==> config.mk <==
export PLATFORM = sky130hd
export DESIGN_NAME = acr_regs
export DESIGN_NICKNAME = d
export VERILOG_FILES = /design/src/acr_pkg.sv /design/src/acr_byte_reg.sv /design/src/acr_regs.sv
export SDC_FILE = /design/constraint.sdc
export NUM_CORES = 1
export LEC_CHECK = 0
export ABC_AREA = 1
export BUFFER_PORTS_ARGS = -buffer_cell sky130_fd_sc_hd__buf_2
export CORE_ASPECT_RATIO = 0.9
export CORE_MARGIN = 4
export CORE_UTILIZATION = 56
export DETAILED_ROUTE_END_ITERATION = 8
export PLACE_DENSITY = 0.85
export REMOVE_ABC_BUFFERS = 1
export SYNTH_ARGS = -nofsm -noshare
export SYNTH_HDL_FRONTEND = slang
export SYNTH_SLANG_ARGS = --single-unit
==> constraint.sdc <==
create_clock -name i_sys_clk -period 2.1 [get_ports i_sys_clk]
set_input_delay 0 -clock i_sys_clk [delete_from_list [all_inputs] [get_ports i_sys_clk]]
set_output_delay 0 -clock i_sys_clk [all_outputs]
set_load 0.02 [all_outputs]
==> src/acr_pkg.sv <==
package acr_pkg;

  ////////////////////////////////////////////////////////////////////////////
  // register addresses (special-function-register space, byte wide)
  localparam logic [7:0] ADDR_GAIN_CAL_LOW     = 8'hab;
  localparam logic [7:0] ADDR_GAIN_CAL_MID     = 8'hac;
  localparam logic [7:0] ADDR_GAIN_CAL_HIGH    = 8'had;
  localparam logic [7:0] ADDR_SINC3_RESULT_LOW = 8'hc3;
  localparam logic [7:0] ADDR_SINC3_RESULT_MID = 8'hc4;
  localparam logic [7:0] ADDR_SINC3_RESULT_HIGH = 8'hc5;
  localparam logic [7:0] ADDR_INPUT_MUX_CONTROL = 8'hc6;
  localparam logic [7:0] ADDR_FAST_RESULT_LOW  = 8'hfc;
  localparam logic [7:0] ADDR_FAST_RESULT_MID  = 8'hfd;
  localparam logic [7:0] ADDR_FAST_RESULT_HIGH = 8'hfe;

  ////////////////////////////////////////////////////////////////////////////
  // reset values
  localparam logic [7:0] RST_GAIN_CAL_HIGH = 8'h80;
  localparam logic [7:0] RST_ZERO          = 8'h00;

  ////////////////////////////////////////////////////////////////////////////
  // multiplexer field positions and codes
  localparam int         POS_SEL_LSB  = 4;
  localparam int         NEG_SEL_LSB  = 0;
  localparam int         SEL_W        = 4;
  localparam logic [3:0] SEL_TEMP     = 4'hf;
  localparam logic [3:0] SEL_EXT_MAX  = 4'h7;
  localparam int         NUM_EXT      = 8;

  // unmapped reads return this value
  localparam logic [7:0] UNMAPPED_DATA = 8'h00;

  ////////////////////////////////////////////////////////////////////////////
  // decoded source of one converter input
  typedef enum logic [1:0] {
    ACR_SRC_EXT,
    ACR_SRC_GND,
    ACR_SRC_TEMP
  } acr_src_t;

endpackage

==> src/acr_byte_reg.sv <==
`timescale 1ns/1ps
`default_nettype none

// one byte register: software write, hardware load, registered read-out
module acr_byte_reg #(
  parameter logic [7:0] RESET_VALUE = 8'h00
) (
  // clock and reset
  input  wire logic       i_sys_clk,
  input  wire logic       i_reset_n,
  // software side
  input  wire logic       i_sw_we,
  input  wire logic [7:0] i_sw_data,
  // hardware side
  input  wire logic       i_hw_we,
  input  wire logic [7:0] i_hw_data,
  // stored value
  output logic      [7:0] o_value
);

  // hardware load wins over a software write in the same cycle
  always_ff @(posedge i_sys_clk or negedge i_reset_n) begin
    if (!i_reset_n) begin
      o_value <= RESET_VALUE;
    end else if (i_hw_we) begin
      o_value <= i_hw_data;
    end else if (i_sw_we) begin
      o_value <= i_sw_data;
    end
  end

endmodule // acr_byte_reg

`default_nettype wire

==> src/acr_regs.sv <==
// The implementer's own choice: the Avalon-MM register port.
`timescale 1ns/1ps
`default_nettype none

// Functional notes
// [RULE1] gain calibration is 24 bits in three read/write bytes at 0xad, 0xac, 0xab
// [RULE2] gain high byte resets to 0x80; middle and low bytes reset to zero
// [RULE3] sinc3 result is three bytes, high 0xc5, low 0xc3, reset zero
// [RULE4] fast result is three bytes, high 0xfe, low 0xfc, reset zero
// [RULE5] positive and negative inputs each select from ten sources independently
// [RULE6] selecting the temperature sensor on either input enables it automatically
// [RULE7] single-ended and differential both allowed; ground one input for single-ended
// [RULE8] mux register 0xc6: upper nibble positive, lower negative, 0000-0111 external, 1111 temp, else ground
// [RULE9] all three bytes of a result update together on conversion complete
module acr_regs (
  // clock and reset
  input  wire logic        i_sys_clk,
  input  wire logic        i_reset_n,
  // avalon-mm slave
  input  wire logic [7:0]  i_avs_address,
  input  wire logic        i_avs_read,
  input  wire logic        i_avs_write,
  input  wire logic [31:0] i_avs_writedata,
  input  wire logic [3:0]  i_avs_byteenable,
  output logic      [31:0] o_avs_readdata,
  output logic             o_avs_waitrequest,
  // converter core results
  input  wire logic        i_sinc3_done,
  input  wire logic [23:0] i_sinc3_result,
  input  wire logic        i_fast_done,
  input  wire logic [23:0] i_fast_result,
  // to converter core
  output logic      [23:0] o_gain_cal,
  output logic      [3:0]  o_positive_source_select,
  output logic      [3:0]  o_negative_source_select,
  output logic      [7:0]  o_positive_ext_en,
  output logic      [7:0]  o_negative_ext_en,
  output logic             o_positive_gnd_en,
  output logic             o_negative_gnd_en,
  output logic             o_positive_temp_en,
  output logic             o_negative_temp_en,
  output logic             o_temp_sensor_en
);

  ////////////////////////////////////////////////////////////////////////////
  // decoding helpers

  // classify a multiplexer code into its source
  function automatic acr_pkg::acr_src_t decode_src(input logic [3:0] code);
    acr_pkg::acr_src_t src;
    src = acr_pkg::ACR_SRC_GND;
    if (code <= acr_pkg::SEL_EXT_MAX) begin
      src = acr_pkg::ACR_SRC_EXT;
    end else if (code == acr_pkg::SEL_TEMP) begin
      src = acr_pkg::ACR_SRC_TEMP;
    end
    return src;
  endfunction

  // one-hot external input enable for a multiplexer code
  function automatic logic [7:0] ext_onehot(input logic [3:0] code);
    logic [7:0] hot;
    hot = 8'h00;
    if (decode_src(code) == acr_pkg::ACR_SRC_EXT) begin
      hot[code[2:0]] = 1'b1;
    end
    return hot;
  endfunction

  ////////////////////////////////////////////////////////////////////////////
  // bus handshake: one wait cycle, answer on the second edge

  logic        ack;
  logic        req;
  logic        wr_strobe;
  logic [7:0]  wdata;

  // a write lands only at the edge where waitrequest is seen low (ack cycle)
  assign req       = (i_avs_read || i_avs_write) && !ack;
  assign wr_strobe = i_avs_write && ack && i_avs_byteenable[0];
  assign wdata     = i_avs_writedata[7:0];

  // ack goes high for one cycle after each request is seen
  always_ff @(posedge i_sys_clk or negedge i_reset_n) begin
    if (!i_reset_n) begin
      ack <= 1'b0;
    end else begin
      ack <= req;
    end
  end

  // waitrequest drops in the cycle that the answer stands
  always_ff @(posedge i_sys_clk or negedge i_reset_n) begin
    if (!i_reset_n) begin
      o_avs_waitrequest <= 1'b1;
    end else begin
      o_avs_waitrequest <= !req;
    end
  end

  ////////////////////////////////////////////////////////////////////////////
  // byte registers: index 0..2 gain, 3..5 sinc3, 6..8 fast (low, mid, high)

  localparam int NUM_REGS = 9;

  logic [7:0] reg_addr  [NUM_REGS];
  logic       reg_hw_we [NUM_REGS];
  logic [7:0] reg_hw_d  [NUM_REGS];
  logic [7:0] reg_value [NUM_REGS];

  // address and reset map
  assign reg_addr[0] = acr_pkg::ADDR_GAIN_CAL_LOW;      // see [RULE1]
  assign reg_addr[1] = acr_pkg::ADDR_GAIN_CAL_MID;      // see [RULE1]
  assign reg_addr[2] = acr_pkg::ADDR_GAIN_CAL_HIGH;     // see [RULE1]
  assign reg_addr[3] = acr_pkg::ADDR_SINC3_RESULT_LOW;  // see [RULE3]
  assign reg_addr[4] = acr_pkg::ADDR_SINC3_RESULT_MID;
  assign reg_addr[5] = acr_pkg::ADDR_SINC3_RESULT_HIGH; // see [RULE3]
  assign reg_addr[6] = acr_pkg::ADDR_FAST_RESULT_LOW;   // see [RULE4]
  assign reg_addr[7] = acr_pkg::ADDR_FAST_RESULT_MID;
  assign reg_addr[8] = acr_pkg::ADDR_FAST_RESULT_HIGH;  // see [RULE4]

  // hardware loads: whole result at once, gain never hardware loaded
  always_comb begin
    for (int k = 0; k < NUM_REGS; k++) begin
      reg_hw_we[k] = 1'b0;
      reg_hw_d[k]  = 8'h00;
    end
    for (int k = 0; k < 3; k++) begin
      reg_hw_we[3 + k] = i_sinc3_done;                  // see [RULE9]
      reg_hw_d[3 + k]  = i_sinc3_result[8 * k +: 8];
      reg_hw_we[6 + k] = i_fast_done;                   // see [RULE9]
      reg_hw_d[6 + k]  = i_fast_result[8 * k +: 8];
    end
  end

  genvar g;
  generate
    for (g = 0; g < NUM_REGS; g++) begin : g_byte
      localparam logic [7:0] RV = (g == 2) ? acr_pkg::RST_GAIN_CAL_HIGH
                                           : acr_pkg::RST_ZERO; // see [RULE2]
      acr_byte_reg #(
        .RESET_VALUE (RV)
      ) u_byte (
        .i_sys_clk (i_sys_clk),
        .i_reset_n (i_reset_n),
        .i_sw_we   (wr_strobe && (i_avs_address == reg_addr[g])),
        .i_sw_data (wdata),
        .i_hw_we   (reg_hw_we[g]),
        .i_hw_data (reg_hw_d[g]),
        .o_value   (reg_value[g])
      );
    end
  endgenerate

  ////////////////////////////////////////////////////////////////////////////
  // multiplexer control register

  logic [7:0] input_mux_control;

  // written by software only
  always_ff @(posedge i_sys_clk or negedge i_reset_n) begin
    if (!i_reset_n) begin
      input_mux_control <= acr_pkg::RST_ZERO;
    end else if (wr_strobe && i_avs_address == acr_pkg::ADDR_INPUT_MUX_CONTROL) begin
      input_mux_control <= wdata; // see [RULE8]
    end
  end

  ////////////////////////////////////////////////////////////////////////////
  // read path

  logic [7:0] next_rdata;

  // select the addressed byte, zero for unmapped addresses
  always_comb begin
    next_rdata = acr_pkg::UNMAPPED_DATA;
    for (int k = 0; k < NUM_REGS; k++) begin
      if (i_avs_address == reg_addr[k]) begin
        next_rdata = reg_value[k];
      end
    end
    if (i_avs_address == acr_pkg::ADDR_INPUT_MUX_CONTROL) begin
      next_rdata = input_mux_control;
    end
  end

  // read data captured with the request, held until the next read
  always_ff @(posedge i_sys_clk or negedge i_reset_n) begin
    if (!i_reset_n) begin
      o_avs_readdata <= 32'h0000_0000;
    end else if (i_avs_read && req) begin
      o_avs_readdata <= {24'h00_0000, next_rdata};
    end
  end

  ////////////////////////////////////////////////////////////////////////////
  // outputs to the converter core

  logic [3:0] pos_sel;
  logic [3:0] neg_sel;

  assign pos_sel = input_mux_control[acr_pkg::POS_SEL_LSB +: acr_pkg::SEL_W];
  assign neg_sel = input_mux_control[acr_pkg::NEG_SEL_LSB +: acr_pkg::SEL_W];

  // gain value follows the three byte registers
  always_ff @(posedge i_sys_clk or negedge i_reset_n) begin
    if (!i_reset_n) begin
      o_gain_cal <= {acr_pkg::RST_GAIN_CAL_HIGH, acr_pkg::RST_ZERO, acr_pkg::RST_ZERO};
    end else begin
      o_gain_cal <= {reg_value[2], reg_value[1], reg_value[0]}; // see [RULE1]
    end
  end

  // independent source decode for each converter input
  always_ff @(posedge i_sys_clk or negedge i_reset_n) begin
    if (!i_reset_n) begin
      o_positive_source_select <= 4'h0;
      o_negative_source_select <= 4'h0;
      o_positive_ext_en        <= 8'h01;
      o_negative_ext_en        <= 8'h01;
      o_positive_gnd_en        <= 1'b0;
      o_negative_gnd_en        <= 1'b0;
      o_positive_temp_en       <= 1'b0;
      o_negative_temp_en       <= 1'b0;
    end else begin
      o_positive_source_select <= pos_sel;                                          // see [RULE5]
      o_negative_source_select <= neg_sel;                                          // see [RULE5]
      o_positive_ext_en        <= ext_onehot(pos_sel);                              // see [RULE8]
      o_negative_ext_en        <= ext_onehot(neg_sel);                              // see [RULE8]
      o_positive_gnd_en        <= decode_src(pos_sel) == acr_pkg::ACR_SRC_GND;      // see [RULE7]
      o_negative_gnd_en        <= decode_src(neg_sel) == acr_pkg::ACR_SRC_GND;      // see [RULE7]
      o_positive_temp_en       <= decode_src(pos_sel) == acr_pkg::ACR_SRC_TEMP;     // see [RULE8]
      o_negative_temp_en       <= decode_src(neg_sel) == acr_pkg::ACR_SRC_TEMP;     // see [RULE8]
    end
  end

  // sensor powered whenever either input selects it
  always_ff @(posedge i_sys_clk or negedge i_reset_n) begin
    if (!i_reset_n) begin
      o_temp_sensor_en <= 1'b0;
    end else begin
      o_temp_sensor_en <= (pos_sel == acr_pkg::SEL_TEMP) || (neg_sel == acr_pkg::SEL_TEMP); // see [RULE6]
    end
  end

endmodule // acr_regs

`default_nettype wire

==> impl_results.md <==
* Post-route clock period utilization at 94.8%
* Initial antenna violation count at 0
* Reg2Reg Depth at 5
* Sequential-to-total area share from yosys stat at 57.1%
* # Post-CTS Setup Buffers at 0
* Crit path DAT at 2.35 ns
* Hold Path Class: in -> reg
* IO Port Bufs at about 130
* RSZ-0062 raised after global routing: no
* Synth Instances at slightly above 700
* Distinct cells, synth at 33
* Clock Skew at 0.00615 ns
* Max Slew Vio Count at 0
* Post-layout util at 78.4%
* Final critical-path required period at 1.99 ns
* Clock Sink Count at roughly 140
* Most used DFF post-synth: dfrtp_1
* Final-report hold violation count at 0
* Synth-to-layout area growth at 36.1%
* Pin count of the biggest net entering global routing at 78
* Tot GR Track Use at between 20% and 30%
* Floorplan row count at 36
* # IOs at roughly 180
* Reg clk slew, reported paths at 0.06 ns
* Antenna diode count at 0
* Via/cell ratio at between 5 and 6
* First-pass GRT wire length at 29.9 mm
* Die Area at 0.0130 mm^2
* Post-synth top area share at a little under three fifths
* WP data required at 2.46 ns
* Starting Density at 57.6%
* Final setup fails at 0
* Critical path endpoint category: flip-flop
* Yosys warnings at 0
* Final TNS setup at 0 ns
* Slew HR at around 52%
* Top cells by area, synth: dfrtp_1 (55%), nand2_1 (11%), nor2_1 (5.1%)
* Crit Path Max Fanout at 16
* Finished Layout Cells at 1115
* Share of layout cells above drive strength 1 at 21.6%
* Clock buffer depth at 2
* Routed len/inst at 16.8 um
* Design Power at 6590 uW
* TritonRoute pass-1 iters at 6
* Outcome: completed
* Violation count after the first detailed-route iteration at 582
* Nets at 1048
* Mapped Avg Cell Area at a little under 9 um^2
* Max H-tree Level at 4
* CTS tree: done
* Ys async rst share at 100%
* Crit Path Class: reg -> reg
* Vias in the first global route at slightly below 6000
* Leakage at around 0.0044 uW
* Worst-margin pin slew at 0.722 ns
* Register bit total from synthesis at ~140
* Via count at approximately 6000
* Worst-Skew Late Latency at 0.42 ns
* Flop2flop setup slack at 0.11 ns
* EDFF count, synth at 0
* CTS Buf Count at 17
* Pwr per Cell Area at 771 mW/mm^2
* Synth area leader: dfrtp_1
* Hold Crit Depth at 3
* Max Clk Rate at 0.502 GHz
* Placed insts at roughly 990
* HPWL Detailed at 11.4 mm
* Mapped cell area at 0.00628 mm^2
* Placer Congestion at slightly above 0.9
* Die width at 120 um
* Total grt overflow at 0
* Startpoint Class: flip-flop
* Chip height at 108 um
* Clk root buf: clkbuf_16
* Antenna Nets Post-Route at 0
* Total Wirelength at around 19 mm
* Core Box Area at 0.0109 mm^2
* Peak supply drop at 0.000419 V
* Remaining DRCs at 0
* Max Cap Viol at 0
[cell type report]
| class | instances | area, um^2 |
|---|---|---|
| flip-flops and latches | 143 | 3580 |
| fillers | 689 | 2360 |
| multi-input cells | 475 | 2210 |
| repair buffers | 236 | 1690 |
| clock buffers | 17 | 425 |
| inverters | 77 | 292 |
| well taps | 152 | 190 |
| clock inverters | 15 | 149 |
[placed cells by master (no fill, tap or decap), drive strengths merged]
cell type | synthesis | routed
clkinvlp | 0 | 3
a21oi | 12 | 12
o22ai | 1 | 1
or2 | 2 | 2
dfstp | 5 | 5
a31oi | 26 | 26
nor3 | 3 | 3
nor2 | 90 | 90
clkbuf | 13 | 17
o211ai | 10 | 10
o21ai | 64 | 64
and2 | 1 | 1
inv | 76 | 83
dlygate4sd3 | 0 | 91
conb | 1 | 24
nand3 | 50 | 50
nand2 | 183 | 183
buf | 30 | 145
dfrtp | 138 | 138
nand4 | 9 | 9
clkinv | 1 | 6
[kinds of logic (layout without fill, tap and decap cells)]
family / Yosys count / count (layout) / synth area share [%]
AOI/OAI and AO/OA: 113 / 113 / 10.4
buffers and inverters: 120 / 345 / 9.03
DFF: 143 / 143 / 57.1
other: 1 / 24 / 0.0597
and+or+nand+nor: 338 / 338 / 23.4
[flip-flops by register name, indices dropped and copies added (netlist names), 4 cells and up]
name                      flops
input_mux_control             8
g_byte.u_byte.o_value        72
o_positive_source_select      4
o_negative_source_select      4
o_positive_ext_en             8
o_avs_readdata                8
o_gain_cal                   24
o_negative_ext_en             8
[worst paths after layout]
check                                            start                          end
max in group asynchronous                    i_reset_n            o_avs_waitrequest
setup reg to reg                                   ack  g_byte[7].u_byte.o_value[0]
min in group asynchronous                    i_reset_n  g_byte[3].u_byte.o_value[1]
setup / recovery                                   ack  g_byte[7].u_byte.o_value[0]
hold / removal                      i_avs_writedata[3]         input_mux_control[3]
hold reg to reg            g_byte[2].u_byte.o_value[7]               o_gain_cal[23]
[cell usage after synthesis (all sizes together), types with 2 or more instances]
| cell | n |
|---|---|
| a21oi | 12 |
| a31oi | 26 |
| buf | 30 |
| clkbuf | 13 |
| dfrtp | 138 |
| dfstp | 5 |
| inv | 76 |
| nand2 | 183 |
| nand3 | 50 |
| nand4 | 9 |
| nor2 | 90 |
| nor3 | 3 |
| o211ai | 10 |
| o21ai | 64 |
| or2 | 2 |
[where the power goes]
group / total [uW] / internal (uW) / switching [uW]
clock network: 2900 / 1570 / 1330
registers: 2950 / 2880 / 72.2
logic: 737 / 316 / 421
total: 6590 / 4770 / 1820
[worst max-delay path: stages, from the launching register on]
cell	delay, ns
dfrtp_1	0.39
nand3_4	0.16
o21ai_4	0.48
nor2_1	0.09
a31oi_1	0.21
dlygate4sd3_1	0.59
[metrics by stage]
stage	hold WS (ns)	area [um^2]	worst slack, ns
after floorplan	-0.296	6090	0.378
after global placement	0.0672	7050	0.537
after detailed placement	0.0792	7050	0.437
after CTS	0.00121	8540	0.134
after global routing	0.0230	8540	0.0215
final	0.0250	8540	0.110
[layer usage]
layer	GRT usage, %	up-vias	part of all wire, %
li1	-	2730	-
met1	37.4	2828	37
met2	50.4	401	49
met3	7.48	63	11
met4	11.3	0	3.1
met5	0	-	0
[repair_timing]
item                                   4_1_cts  5_1_grt
endpoints found under the hold margin      138        0
setup endpoints to repair                    0        3
gates resized for setup                      0        1
hold buffers                                91        0
(Power assumes the default switching activity.)
